==> src/cvm_pkg.sv <==
`default_nettype none
package cvm_pkg;
  // ==========================================================================
  // Widths and encodings
  // ==========================================================================
  localparam int          CVM_LEVEL_W     = 8;
  localparam logic [7:0]  CVM_LEVEL_MUTE  = 8'hff;
  localparam int          CVM_SAMPLE_W    = 20;
  localparam int          CVM_CNT_W       = 10;
  localparam int          CVM_DWELL_W     = 6;
  localparam logic [1:0]  CVM_DWELL_RST   = 2'h1;
  localparam logic [5:0]  CVM_DWELL_4     = 6'h04;
  localparam logic [5:0]  CVM_DWELL_8     = 6'h08;
  localparam logic [5:0]  CVM_DWELL_16    = 6'h10;
  localparam logic [5:0]  CVM_DWELL_32    = 6'h20;
  localparam logic [9:0]  CVM_TIMEOUT_FR  = 10'h200;
  localparam logic [9:0]  CVM_ZERO_RUN_FR = 10'h200;
  localparam int          CVM_PEAK_W      = 3;
  localparam logic [2:0]  CVM_PEAK_BELOW6 = 3'h0;
  localparam logic [2:0]  CVM_PEAK_CLIP   = 3'h7;
  localparam int          CVM_HPF_SHIFT   = 11;
  localparam int          CVM_ACC_W       = 36;

  typedef enum logic [1:0] {
    CVM_IDLE = 2'b00,
    CVM_RAMP = 2'b01,
    CVM_WAIT = 2'b10
  } cvm_state_e;

  function automatic logic [5:0] cvm_dwell(input logic [1:0] sel);
    case (sel)
      2'h0:    cvm_dwell = CVM_DWELL_4;
      2'h1:    cvm_dwell = CVM_DWELL_8;
      2'h2:    cvm_dwell = CVM_DWELL_16;
      default: cvm_dwell = CVM_DWELL_32;
    endcase
  endfunction

  function automatic logic [2:0] cvm_peak(input logic [19:0] s);
    logic [18:0] m;
    m = s[19] ? ~s[18:0] : s[18:0];
    if (m >= 19'h7fff0)      cvm_peak = CVM_PEAK_CLIP;
    else if (m >= 19'h7214e) cvm_peak = 3'h6;
    else if (m >= 19'h65ac8) cvm_peak = 3'h5;
    else if (m >= 19'h5a9df) cvm_peak = 3'h4;
    else if (m >= 19'h50c33) cvm_peak = 3'h3;
    else if (m >= 19'h47fab) cvm_peak = 3'h2;
    else if (m >= 19'h4026e) cvm_peak = 3'h1;
    else                     cvm_peak = CVM_PEAK_BELOW6;
  endfunction
endpackage
`default_nettype wire

==> src/cvm_channel.sv <==
`timescale 1ns/1ps
`default_nettype none
module cvm_channel
  import cvm_pkg::*;
(
  input  wire logic                    mclk,
  input  wire logic                    resetn,
  input  wire logic                    frame_tick,
  input  wire logic [CVM_SAMPLE_W-1:0] sample,
  input  wire logic [CVM_LEVEL_W-1:0]  target_level,
  input  wire logic                    mute_req,
  input  wire logic                    soft_en,
  input  wire logic [1:0]              step_dwell_sel,
  input  wire logic                    zero_run_silence_en,
  output logic [CVM_LEVEL_W-1:0]       level_ff,
  output logic                         pending_ff,
  output logic                         zero_mute_ff
);
  // ==========================================================================
  // Goal, zero detection and runs
  // ==========================================================================
  logic [CVM_LEVEL_W-1:0]  goal;
  logic [CVM_LEVEL_W-1:0]  goal_prev_ff;
  logic                    sign_prev_ff;
  logic                    zc;
  logic [CVM_CNT_W-1:0]    zrun_ff;
  logic [CVM_CNT_W-1:0]    tmo_ff;
  logic [CVM_DWELL_W-1:0]  dwell_ff;
  logic                    zero_smp;

  assign zero_smp = (sample == '0) || (sample == '1);
  assign goal = (mute_req || zero_mute_ff) ? CVM_LEVEL_MUTE : target_level;
  assign zc = frame_tick && (sample[CVM_SAMPLE_W-1] != sign_prev_ff || sample == '0);

  always_ff @(posedge mclk or negedge resetn) begin
    if (!resetn) begin
      sign_prev_ff <= 1'b0;
    end else if (frame_tick) begin
      sign_prev_ff <= sample[CVM_SAMPLE_W-1];
    end
  end

  always_ff @(posedge mclk or negedge resetn) begin
    if (!resetn) begin
      zrun_ff      <= '0;
      zero_mute_ff <= 1'b0;
    end else if (!zero_run_silence_en) begin
      zrun_ff      <= '0;
      zero_mute_ff <= 1'b0;
    end else if (frame_tick) begin
      if (!zero_smp) begin
        zrun_ff      <= '0;
        zero_mute_ff <= 1'b0;
      end else if (zrun_ff == CVM_ZERO_RUN_FR) begin
        zero_mute_ff <= 1'b1;
      end else begin
        zrun_ff <= zrun_ff + 1'b1;
      end
    end
  end

  // ==========================================================================
  // Level stepping
  // ==========================================================================
  always_ff @(posedge mclk or negedge resetn) begin
    if (!resetn) begin
      level_ff     <= '0;
      dwell_ff     <= '0;
      tmo_ff       <= '0;
      goal_prev_ff <= '0;
      pending_ff   <= 1'b0;
    end else begin
      goal_prev_ff <= goal;
      if (goal != goal_prev_ff) begin
        pending_ff <= 1'b1;
        tmo_ff     <= '0;
      end else if (level_ff == goal) begin
        pending_ff <= 1'b0;
      end
      if (frame_tick && level_ff != goal) begin
        if (soft_en) begin
          // Newest goal steers each step, so a retarget never finishes the old ramp.
          if (dwell_ff + 1'b1 >= cvm_dwell(step_dwell_sel)) begin
            dwell_ff <= '0;
            level_ff <= (level_ff < goal) ? level_ff + 1'b1 : level_ff - 1'b1;
          end else begin
            dwell_ff <= dwell_ff + 1'b1;
          end
        end else if (zc || tmo_ff == CVM_TIMEOUT_FR) begin
          level_ff <= goal;
          tmo_ff   <= '0;
        end else begin
          tmo_ff <= tmo_ff + 1'b1;
        end
      end
    end
  end
endmodule // cvm_channel
`default_nettype wire

==> src/cvm_core.sv <==
`timescale 1ns/1ps
`default_nettype none
module cvm_core
  import cvm_pkg::*;
(
  input  wire logic                    mclk,
  input  wire logic                    resetn,
  input  wire logic                    frame_clock,
  input  wire logic                    quiet_pin_n,
  input  wire logic                    port_mode,
  input  wire logic [CVM_LEVEL_W-1:0]  left_target,
  input  wire logic [CVM_LEVEL_W-1:0]  right_target,
  input  wire logic                    soft_en,
  input  wire logic [1:0]              step_dwell_sel,
  input  wire logic                    dac_left_silence,
  input  wire logic                    dac_right_silence,
  input  wire logic                    zero_run_silence_en,
  input  wire logic [CVM_SAMPLE_W-1:0] dac_left_in,
  input  wire logic [CVM_SAMPLE_W-1:0] dac_right_in,
  input  wire logic [CVM_SAMPLE_W-1:0] adc_left_in,
  input  wire logic [CVM_SAMPLE_W-1:0] adc_right_in,
  input  wire logic                    adc_left_silence,
  input  wire logic                    adc_right_silence,
  input  wire logic                    adc_powerdown,
  input  wire logic                    left_dc_filter_bypass,
  input  wire logic                    right_dc_filter_bypass,
  input  wire logic                    mode_byte_read,
  output logic [CVM_LEVEL_W-1:0]       left_level,
  output logic [CVM_LEVEL_W-1:0]       right_level,
  output logic                         left_level_pending,
  output logic                         right_level_pending,
  output logic                         left_zero_muted,
  output logic                         right_zero_muted,
  output logic [CVM_PEAK_W-1:0]        left_peak_code,
  output logic [CVM_PEAK_W-1:0]        right_peak_code,
  output logic [CVM_SAMPLE_W-1:0]      adc_left_out,
  output logic [CVM_SAMPLE_W-1:0]      adc_right_out,
  output logic                         adc_active
);
  // ==========================================================================
  // Pin synchronisers and frame tick
  // ==========================================================================
  logic       fr_meta_ff;
  logic       fr_sync_ff;
  logic       fr_prev_ff;
  logic       qt_meta_ff;
  logic       qt_sync_ff;
  logic       frame_tick;

  always_ff @(posedge mclk or negedge resetn) begin
    if (!resetn) begin
      fr_meta_ff <= 1'b0;
      fr_sync_ff <= 1'b0;
      fr_prev_ff <= 1'b0;
      qt_meta_ff <= 1'b1;
      qt_sync_ff <= 1'b1;
    end else begin
      fr_meta_ff <= frame_clock;
      fr_sync_ff <= fr_meta_ff;
      fr_prev_ff <= fr_sync_ff;
      qt_meta_ff <= quiet_pin_n;
      qt_sync_ff <= qt_meta_ff;
    end
  end

  // One tick per sample period, on the rising edge of the frame clock.
  assign frame_tick = fr_sync_ff && !fr_prev_ff;

  // ==========================================================================
  // Effective controls
  // ==========================================================================
  logic [CVM_LEVEL_W-1:0] eff_left_tgt;
  logic [CVM_LEVEL_W-1:0] eff_right_tgt;
  logic                   eff_soft;
  logic [1:0]             eff_dwell;
  logic                   eff_zero_en;
  logic                   eff_lmute;
  logic                   eff_rmute;
  logic                   eff_adc_pd;
  logic                   eff_lbyp;
  logic                   eff_rbyp;
  logic                   eff_lsil;
  logic                   eff_rsil;

  // Stand-alone: no volume, fixed soft ramp, zero-run mute on, filter on.
  assign eff_left_tgt  = port_mode ? left_target : '0;
  assign eff_right_tgt = port_mode ? right_target : '0;
  assign eff_soft      = port_mode ? soft_en : 1'b1;
  assign eff_dwell     = port_mode ? step_dwell_sel : CVM_DWELL_RST;
  assign eff_zero_en   = port_mode ? zero_run_silence_en : 1'b1;
  assign eff_lmute     = !qt_sync_ff || (port_mode && dac_left_silence);
  assign eff_rmute     = !qt_sync_ff || (port_mode && dac_right_silence);
  assign eff_adc_pd    = port_mode && adc_powerdown;
  assign eff_lbyp      = port_mode && left_dc_filter_bypass;
  assign eff_rbyp      = port_mode && right_dc_filter_bypass;
  assign eff_lsil      = port_mode && adc_left_silence;
  assign eff_rsil      = port_mode && adc_right_silence;

  // ==========================================================================
  // DAC channels
  // ==========================================================================
  cvm_channel u_left (
    .mclk                (mclk),
    .resetn              (resetn),
    .frame_tick          (frame_tick),
    .sample              (dac_left_in),
    .target_level        (eff_left_tgt),
    .mute_req            (eff_lmute),
    .soft_en             (eff_soft),
    .step_dwell_sel      (eff_dwell),
    .zero_run_silence_en (eff_zero_en),
    .level_ff            (left_level),
    .pending_ff          (left_level_pending),
    .zero_mute_ff        (left_zero_muted)
  );

  cvm_channel u_right (
    .mclk                (mclk),
    .resetn              (resetn),
    .frame_tick          (frame_tick),
    .sample              (dac_right_in),
    .target_level        (eff_right_tgt),
    .mute_req            (eff_rmute),
    .soft_en             (eff_soft),
    .step_dwell_sel      (eff_dwell),
    .zero_run_silence_en (eff_zero_en),
    .level_ff            (right_level),
    .pending_ff          (right_level_pending),
    .zero_mute_ff        (right_zero_muted)
  );

  // ==========================================================================
  // ADC high-pass filter
  // ==========================================================================
  // Leaky DC tracker, y = x - dc; shift 11 puts the corner near 3.7 Hz at a 48 kHz rate.
  logic signed [CVM_ACC_W-1:0]    dc_l_ff;
  logic signed [CVM_ACC_W-1:0]    dc_r_ff;
  logic signed [CVM_SAMPLE_W:0]   hp_l;
  logic signed [CVM_SAMPLE_W:0]   hp_r;
  logic [CVM_SAMPLE_W-1:0]        fl_l;
  logic [CVM_SAMPLE_W-1:0]        fl_r;

  function automatic logic [CVM_SAMPLE_W-1:0] cvm_sat(input logic signed [CVM_SAMPLE_W:0] v);
    if (v[CVM_SAMPLE_W] != v[CVM_SAMPLE_W-1]) begin
      cvm_sat = v[CVM_SAMPLE_W] ? {1'b1, {(CVM_SAMPLE_W-1){1'b0}}} : {1'b0, {(CVM_SAMPLE_W-1){1'b1}}};
    end else begin
      cvm_sat = v[CVM_SAMPLE_W-1:0];
    end
  endfunction

  assign hp_l = $signed({adc_left_in[CVM_SAMPLE_W-1], adc_left_in})
              - $signed(dc_l_ff[CVM_ACC_W-1 -: CVM_SAMPLE_W+1]);
  assign hp_r = $signed({adc_right_in[CVM_SAMPLE_W-1], adc_right_in})
              - $signed(dc_r_ff[CVM_ACC_W-1 -: CVM_SAMPLE_W+1]);
  assign fl_l = eff_lbyp ? adc_left_in : cvm_sat(hp_l);
  assign fl_r = eff_rbyp ? adc_right_in : cvm_sat(hp_r);

  always_ff @(posedge mclk or negedge resetn) begin
    if (!resetn) begin
      dc_l_ff <= '0;
      dc_r_ff <= '0;
    end else if (frame_tick && !eff_adc_pd) begin
      dc_l_ff <= dc_l_ff + (CVM_ACC_W'(hp_l) <<< (CVM_ACC_W-CVM_SAMPLE_W-1-CVM_HPF_SHIFT));
      dc_r_ff <= dc_r_ff + (CVM_ACC_W'(hp_r) <<< (CVM_ACC_W-CVM_SAMPLE_W-1-CVM_HPF_SHIFT));
    end
  end

  // ==========================================================================
  // ADC output words and power
  // ==========================================================================
  always_ff @(posedge mclk or negedge resetn) begin
    if (!resetn) begin
      adc_left_out  <= '0;
      adc_right_out <= '0;
      adc_active    <= 1'b0;
    end else begin
      adc_active <= !eff_adc_pd;
      if (eff_adc_pd) begin
        adc_left_out  <= '0;
        adc_right_out <= '0;
      end else if (frame_tick) begin
        adc_left_out  <= eff_lsil ? '0 : fl_l;
        adc_right_out <= eff_rsil ? '0 : fl_r;
      end
    end
  end

  // ==========================================================================
  // Sticky peak monitor
  // ==========================================================================
  logic [CVM_PEAK_W-1:0] pk_l;
  logic [CVM_PEAK_W-1:0] pk_r;

  // Measured on the raw words, before filtering or silencing.
  assign pk_l = cvm_peak(adc_left_in);
  assign pk_r = cvm_peak(adc_right_in);

  always_ff @(posedge mclk or negedge resetn) begin
    if (!resetn) begin
      left_peak_code  <= CVM_PEAK_BELOW6;
      right_peak_code <= CVM_PEAK_BELOW6;
    end else begin
      // A new worse sample in the read cycle survives the clear.
      if (frame_tick && !eff_adc_pd && pk_l > (mode_byte_read ? CVM_PEAK_BELOW6 : left_peak_code)) begin
        left_peak_code <= pk_l;
      end else if (mode_byte_read) begin
        left_peak_code <= CVM_PEAK_BELOW6;
      end
      if (frame_tick && !eff_adc_pd && pk_r > (mode_byte_read ? CVM_PEAK_BELOW6 : right_peak_code)) begin
        right_peak_code <= pk_r;
      end else if (mode_byte_read) begin
        right_peak_code <= CVM_PEAK_BELOW6;
      end
    end
  end
endmodule // cvm_core
`default_nettype wire

==> config.mk <==
export PLATFORM = sky130hd
export DESIGN_NAME = cvm_core
export DESIGN_NICKNAME = d
export VERILOG_FILES = /design/src/cvm_pkg.sv /design/src/cvm_channel.sv /design/src/cvm_core.sv
export SDC_FILE = /design/constraint.sdc
export NUM_CORES = 1
export LEC_CHECK = 0
export BUFFER_PORTS_ARGS = -buffer_cell sky130_fd_sc_hd__buf_2
export CAP_MARGIN = 10
export CORE_ASPECT_RATIO = 0.75
export CORE_MARGIN = 5
export CORE_UTILIZATION = 45
export DETAILED_ROUTE_END_ITERATION = 6
export PLACE_DENSITY_LB_ADDON = 0.05
export SLEW_MARGIN = 20
export SYNTH_ARGS = -nofsm -noshare
export SYNTH_HDL_FRONTEND = slang
export SYNTH_SLANG_ARGS = --single-unit
==> constraint.sdc <==
create_clock -name mclk -period 7.08 [get_ports mclk]
set_clock_uncertainty 0.15 [all_clocks]
set_input_delay 0.708 -clock mclk [delete_from_list [all_inputs] [get_ports mclk]]
set_output_delay 0.708 -clock mclk [all_outputs]
set_load 0.05 [all_outputs]
[After elaboration in Yosys (flattened, before gate mapping)]
Index checks and enable logic that the tools add are counted.
Storage, ports and cells
  bits in registers: 214
  RAM bits: 0
  bits of input ports: 113
  output and inout bits: 67
  ROM bits: 0
  memories: 0
  latch bits: 0
Cells by class
  add/subtract/negate cells: 14
  div/mod/pow operators: 0
  reductions and logical operators: 44
  bitwise logic cells: 2
  $lt $le $gt $ge: 20
  multiplexer cells: 81
  $mul: 0
  equality and inequality tests: 25
  shifts and indexed selects: 0
Operators by type and width (number)
  19-bit >= comparator, second input constant: 14
  20-bit 2-to-1 mux: 12
  10-bit 2-to-1 mux: 16
  8-bit 2-to-1 mux: 12
  36-bit by 25-bit adder with 36-bit output: 2
  20-bit by 21-bit subtractor with 21-bit output: 2
  10-bit by 1-bit adder with 10-bit output, second input constant: 4
  10-bit equality test, second input constant: 4
  20-bit equality test, second input constant: 2
  20-bit logical NOT: 2
  19-bit 2-to-1 mux: 2
  19-bit NOT: 2
  3-bit 2-to-1 mux: 12
  8-bit != test: 4
  6-bit 2-to-1 mux: 5
  6-bit case mux with 3 select lines: 1
  8-bit by 1-bit adder with 8-bit output, second input constant: 2
  8-bit equality test: 2
  8-bit less-than comparator: 2
  1-bit 2-to-1 mux: 16
  8-bit by 1-bit subtractor with 8-bit output, second input constant: 2
  1-bit logical AND: 15
  6-bit by 1-bit adder with 6-bit output, second input constant: 2
  6-bit >= comparator: 2
  14 further kinds: 47

[Depth between registers and ports, before layout]
  word-level depth: 13
  mapped depth: 24
  mapped depth without buffers: 22

[By module]
Synthesis repeated with hierarchy kept, for this count alone.
Second synthesis, totals
  cells, all modules: 2258
  area total of the unflattened synthesis: 18430.2 sq um
By module, submodules not included
  cvm_core: sequential area each 2905.3 sq um, times used 1, cells an instance 1562, area each 12084.1 sq um
  cvm_channel: sequential area each 1126.1 sq um, times used 2, cells an instance 348, area each 3173.0 sq um

[Worst setup path before layout]
OpenSTA, ideal clock, no wires.
  path kind: input -> register
  from: input adc_left_in[0]
  to: register dc_l_ff[35]
  data arrival time: 5.375 ns
  buffers on the path: 1
  data required time: 6.851 ns
  setup slack: 1.476 ns
  stages on the path: 22
  cell sequence: clkbuf_1 -> inv_1 -> ha_1 -> fa_1 -> nor2b_1 -> o2111a_1 -> o31ai_2 -> a211oi_1 -> nand3_1 -> o21ai_1 -> xnor2_2 -> inv_1 -> ha_1 -> a211o_1 -> o21a_1 -> o21a_1 -> a311oi_1 -> o211a_1 -> o41ai_1 -> xor2_1 -> nor2_1 -> xor2_1
Between the ends
  word-level cells in the longest chain between the ends: 2
Ends and longest elaborated chain
  start: declaration: RTL line cvm_core.sv:20  | input wire logic [CVM_SAMPLE_W-1:0] adc_left_in,
  20-bit by 21-bit subtractor with 21-bit output: RTL line cvm_core.sv:152  | - $signed(dc_l_ff[CVM_ACC_W-1 -: CVM_SAMPLE_W+1]);
  36-bit by 25-bit adder with 36-bit output: RTL line cvm_core.sv:163  | dc_l_ff <= dc_l_ff + (CVM_ACC_W'(hp_l) <<< (CVM_ACC_W-CVM_SAMPLE_W-1-CVM_HPF_SHIFT));
  end signal: assignment: RTL line cvm_core.sv:163
  end: declaration: RTL line cvm_core.sv:136  | logic signed [CVM_ACC_W-1:0] dc_l_ff;
Every way passes these cells.
A chain may end at the register's enable or synchronous reset.

[Worst setup path after layout]
  from: register dc_l_ff[15]
  to: register dc_l_ff[35]
Between the ends
  word-level cells in the longest chain between the ends: 2
Ends and longest elaborated chain (RTL line)
  20-bit by 21-bit subtractor with 21-bit output: cvm_core.sv:152
  36-bit by 25-bit adder with 36-bit output *: cvm_core.sv:163
Mark *: on every way between the ends. The rest lies on a longest branch, timed or not.

==> metrics.yaml <==
run_status:
  status: "completed"
floorplan:
  die_height_um: 180
  start_util_pct: 45.5
  num_rows: 62
  core_region_area_um2: 38200
  die-area_um2: 42800
  boundaryPins: 180
  die_w_um: 237
synth:
  synth.most_common_cell: "nand2_1"
  synth_ff_type: "dfrtp_1"
  netlist.area_leader.share_pct: 29.3
  synth_cells: 2192
  syn_avg_cell_area_um2: 7.94
  synth_nets: 2467
  synth_sequential_area_ratio_pct: 29.6
  synth_commonest_cells: "nand2_1, o21ai_0, dfrtp_1"
  synth.area.top_cells: "dfrtp_1, ha_1, o21ai_0, nand2_1, a21oi_1"
  synth-seq-cells: 206
  yosys_warnings: 0
  synthDistinctLibCells: 84
  yosys.area.top_type: "dfrtp_1"
  syn-cell-area_um2: 17400
  synth_edf_count: 0
  synthArstFlopShare_pct: 100
final_layout:
  stdcell_area_um2: 19500
  nFillCells: 3710
  drive_gt1_share_pct: 11.6
  fin_nets: 2593
  postLayoutCoreUtil_pct: 51.1
  syn2layout_area_growth_pct: 12.2
detailed_routing:
  first_pass_iters: 6
  drc: 0
  drt_iter0_drc: 1085
  wirelength_um: 51600
  vias_per_cell: 5.78
  wire_per_inst_um: 18.1
  route.vias.total: 16500
  ant_nets: 0
power:
  ir_drop_mv: 0.219
  cellPowerDensity_nw_per_um2: 534
  pwr-share-clk_pct: 12.3
  power_switching_w: 0.00528
  combPwrFrac_pct: 70.1
  p_sw_share_pct: 50.5
  power_frac_seq_pct: 17.7
  p_total_w: 0.0104
  internal_power_w: 0.00517
  p_leak_nw: 8.92
placed_design:
  place.gp.congestion: 0.929
  port_buffers: 179
  place_area_um2: 18700
  place_hpwl_um: 39300
cts:
  cts_resized: 0
  cts_hold_buf: 1
  cts_tree: "yes"
  cts_setup_buffers: 0
  cts-root-buf: "clkbuf_16"
  clkTransAtPathRegs_ps: 60
  h-tree-depth: 1
  cts_made_buffers: 25
  clk-insertion-delay-late_ps: 550
  cts_buffer_depth: 3
  clock_sinks: 206
worst_setup_path:
  crit_start: "dc_l_ff[15]"
  startpoint_type: "flop"
  cp-end-kind: "flop"
  crit_fanout: 11
  worstReg2RegStart: "dc_l_ff[15]"
  crit_required_ps: 7390
  cp_slowest_stage_delay_ps: 590
  crit_buf_inv: 1
  crit_path_top_delay_cell: "a311oi_1"
  crit_arrival_ps: 6090
  critPathTopFamily: "compound AO/OA/AOI/OAI gates"
  crit_path_cell_trace: "ha_1, fa_1, nor2b_1, o2111a_1, o31ai_2, a211oi_1, nand3_1, o21ai_1, xnor2_2, inv_1, ha_1, a211o_1, o21a_1, o21a_1, a311oi_1, o211a_1, o41ai_1, xor2_1, nor2_1, xor2_1"
  rrSetupSlack_ps: 1300
  worst-setup-path-type: "reg2reg"
timing:
  post-route-min-period_ps: 5780
  hold_violations: 0
  period_share_pct: 81.6
  fin_setup_tns_ps: 0
  fmax_ghz: 0.173
  tightest_slew_ps: 987
  setup_viol: 0
  rsz0062_at_grt: "no"
  whs_ps: 112
  relSlewSlack_pct: 34.2
  slew_viol_final: 0
global_route:
  grt_max_degree: 137
  overflow: 0
  antenna_found_initial: 2
  grt_pass1_wl_um: 83600
  grtUsageTotal_pct: 23.4
  first_global_vias: 15200
min_path:
  hold_start: "quiet_pin_n"
  hold_class: "in2reg"
job:
  cap_violations: 0
==> per-layer routing <==
metal  global-route usage (%)  up-vias  routed length, µm
met5                        0        -                  0
met4                     3.69        0                670
met3                     2.77       48               2440
met2                     35.6      409              22100
met1                     36.2     7825              26400
li1                         -     8197                  -
==> path summary, 6_finish.rpt <==
kind,endpoint,cells after the start
worst max register to register,dc_l_ff[35],20
worst max-delay path,dc_l_ff[35],20
worst min register to register,fr_sync_ff,0
worst min-delay path,qt_meta_ff,1
min in group asynchronous,adc_right_out[18],2
max in group asynchronous,dc_l_ff[33],3
==> flip-flops by register name, indices dropped and copies added (netlist names), 10 cells and up <==
name,cells
adc_left_out,20
u_left.zrun_ff,10
u_right.tmo_ff,10
adc_right_out,20
u_left.tmo_ff,10
dc_l_ff,32
dc_r_ff,32
u_right.zrun_ff,10
==> power groups by stage <==
stage                     Combinational, W  Clock [W]  Sequential, W
final                              0.00732    0.00128        0.00184
after global routing               0.00814    0.00137        0.00190
after CTS                          0.00728    0.00132        0.00185
after detailed placement           0.00725          0        0.00187
after global placement             0.00717          0        0.00186
after floorplan                    0.00518          0        0.00225
==> through the flow <==
step           worst slack (ps)  std cells
6_report                   1300       2849
5_1_grt                     887       2849
4_1_cts                    1350       2848
3_5_place_dp                822       2802
3_3_place_gp               1010       2802
2_1_floorplan              1480       2192
==> layout by cell type, fill, tap and decap left out, types with 7 or more instances in the layout <==
cell	netlist	routed
ha_1	156	156
buf_4	1	12
nand3_1	70	70
o21a_1	26	26
nor3_1	44	44
a21oi_1	157	156
a31oi_1	16	16
nor4_1	33	31
nor2_1	168	168
or3_1	15	15
and3_1	30	30
nand3b_1	7	7
o31ai_1	17	17
xnor2_1	71	71
and2_1	18	18
inv_1	110	110
o21ai_0	237	236
nand2b_1	35	35
clkbuf_16	0	25
nand2_1	251	250
a211oi_1	34	34
a21o_1	59	59
o211ai_1	12	12
or2_2	7	7
dfrtp_1	204	204
a2111oi_0	7	7
buf_2	3	178
a21boi_0	23	23
nor2b_1	16	16
o21ai_1	17	18
mux2_2	13	13
xor2_1	66	66
o21bai_1	19	19
o22ai_1	14	14
nand4_1	39	39
==> logic make-up after synthesis <==
kind of cell / Yosys count / share of synthesized area (%)
and+or+nand+nor: 749 / 20.3
buffers and inverters: 205 / 4.55
DFF: 206 / 29.6
AOI/OAI and AO/OA: 714 / 25.5
muxes: 18 / 1.13
adders and majority gates: 162 / 11.9
xor gates and xnor gates: 138 / 6.99
==> worst register-to-register path, stage by stage (launching register included) <==
cell      delay (ps)
dfrtp_1          430
ha_1             250
fa_1             390
nor2b_1          260
o2111a_1         260
o31ai_2          120
a211oi_1         410
nand3_1          200
o21ai_1          260
xnor2_2          220
inv_1            300
ha_1             430
a211o_1          310
o21a_1           180
o21a_1           160
a311oi_1         590
o211a_1          270
o41ai_1          100
xor2_1           150
nor2_1           130
xor2_1           150
==> cell type report <==
cell class / instances / area, µm² / share of cell area [%]
Tap cell: 512 / 641 / 3.28
Multi-Input combinational cell: 1781 / 11500 / 58.8
Inverter: 111 / 417 / 2.13
Clock inverter: 11 / 114 / 0.583
Clock buffer: 34 / 689 / 3.53
Timing Repair Buffer: 193 / 1030 / 5.25
Sequential cell: 206 / 5160 / 26.4
Antenna cell: 1 / 2.50 / 0.0128
Note: power is estimated with default switching activity, not from simulation.
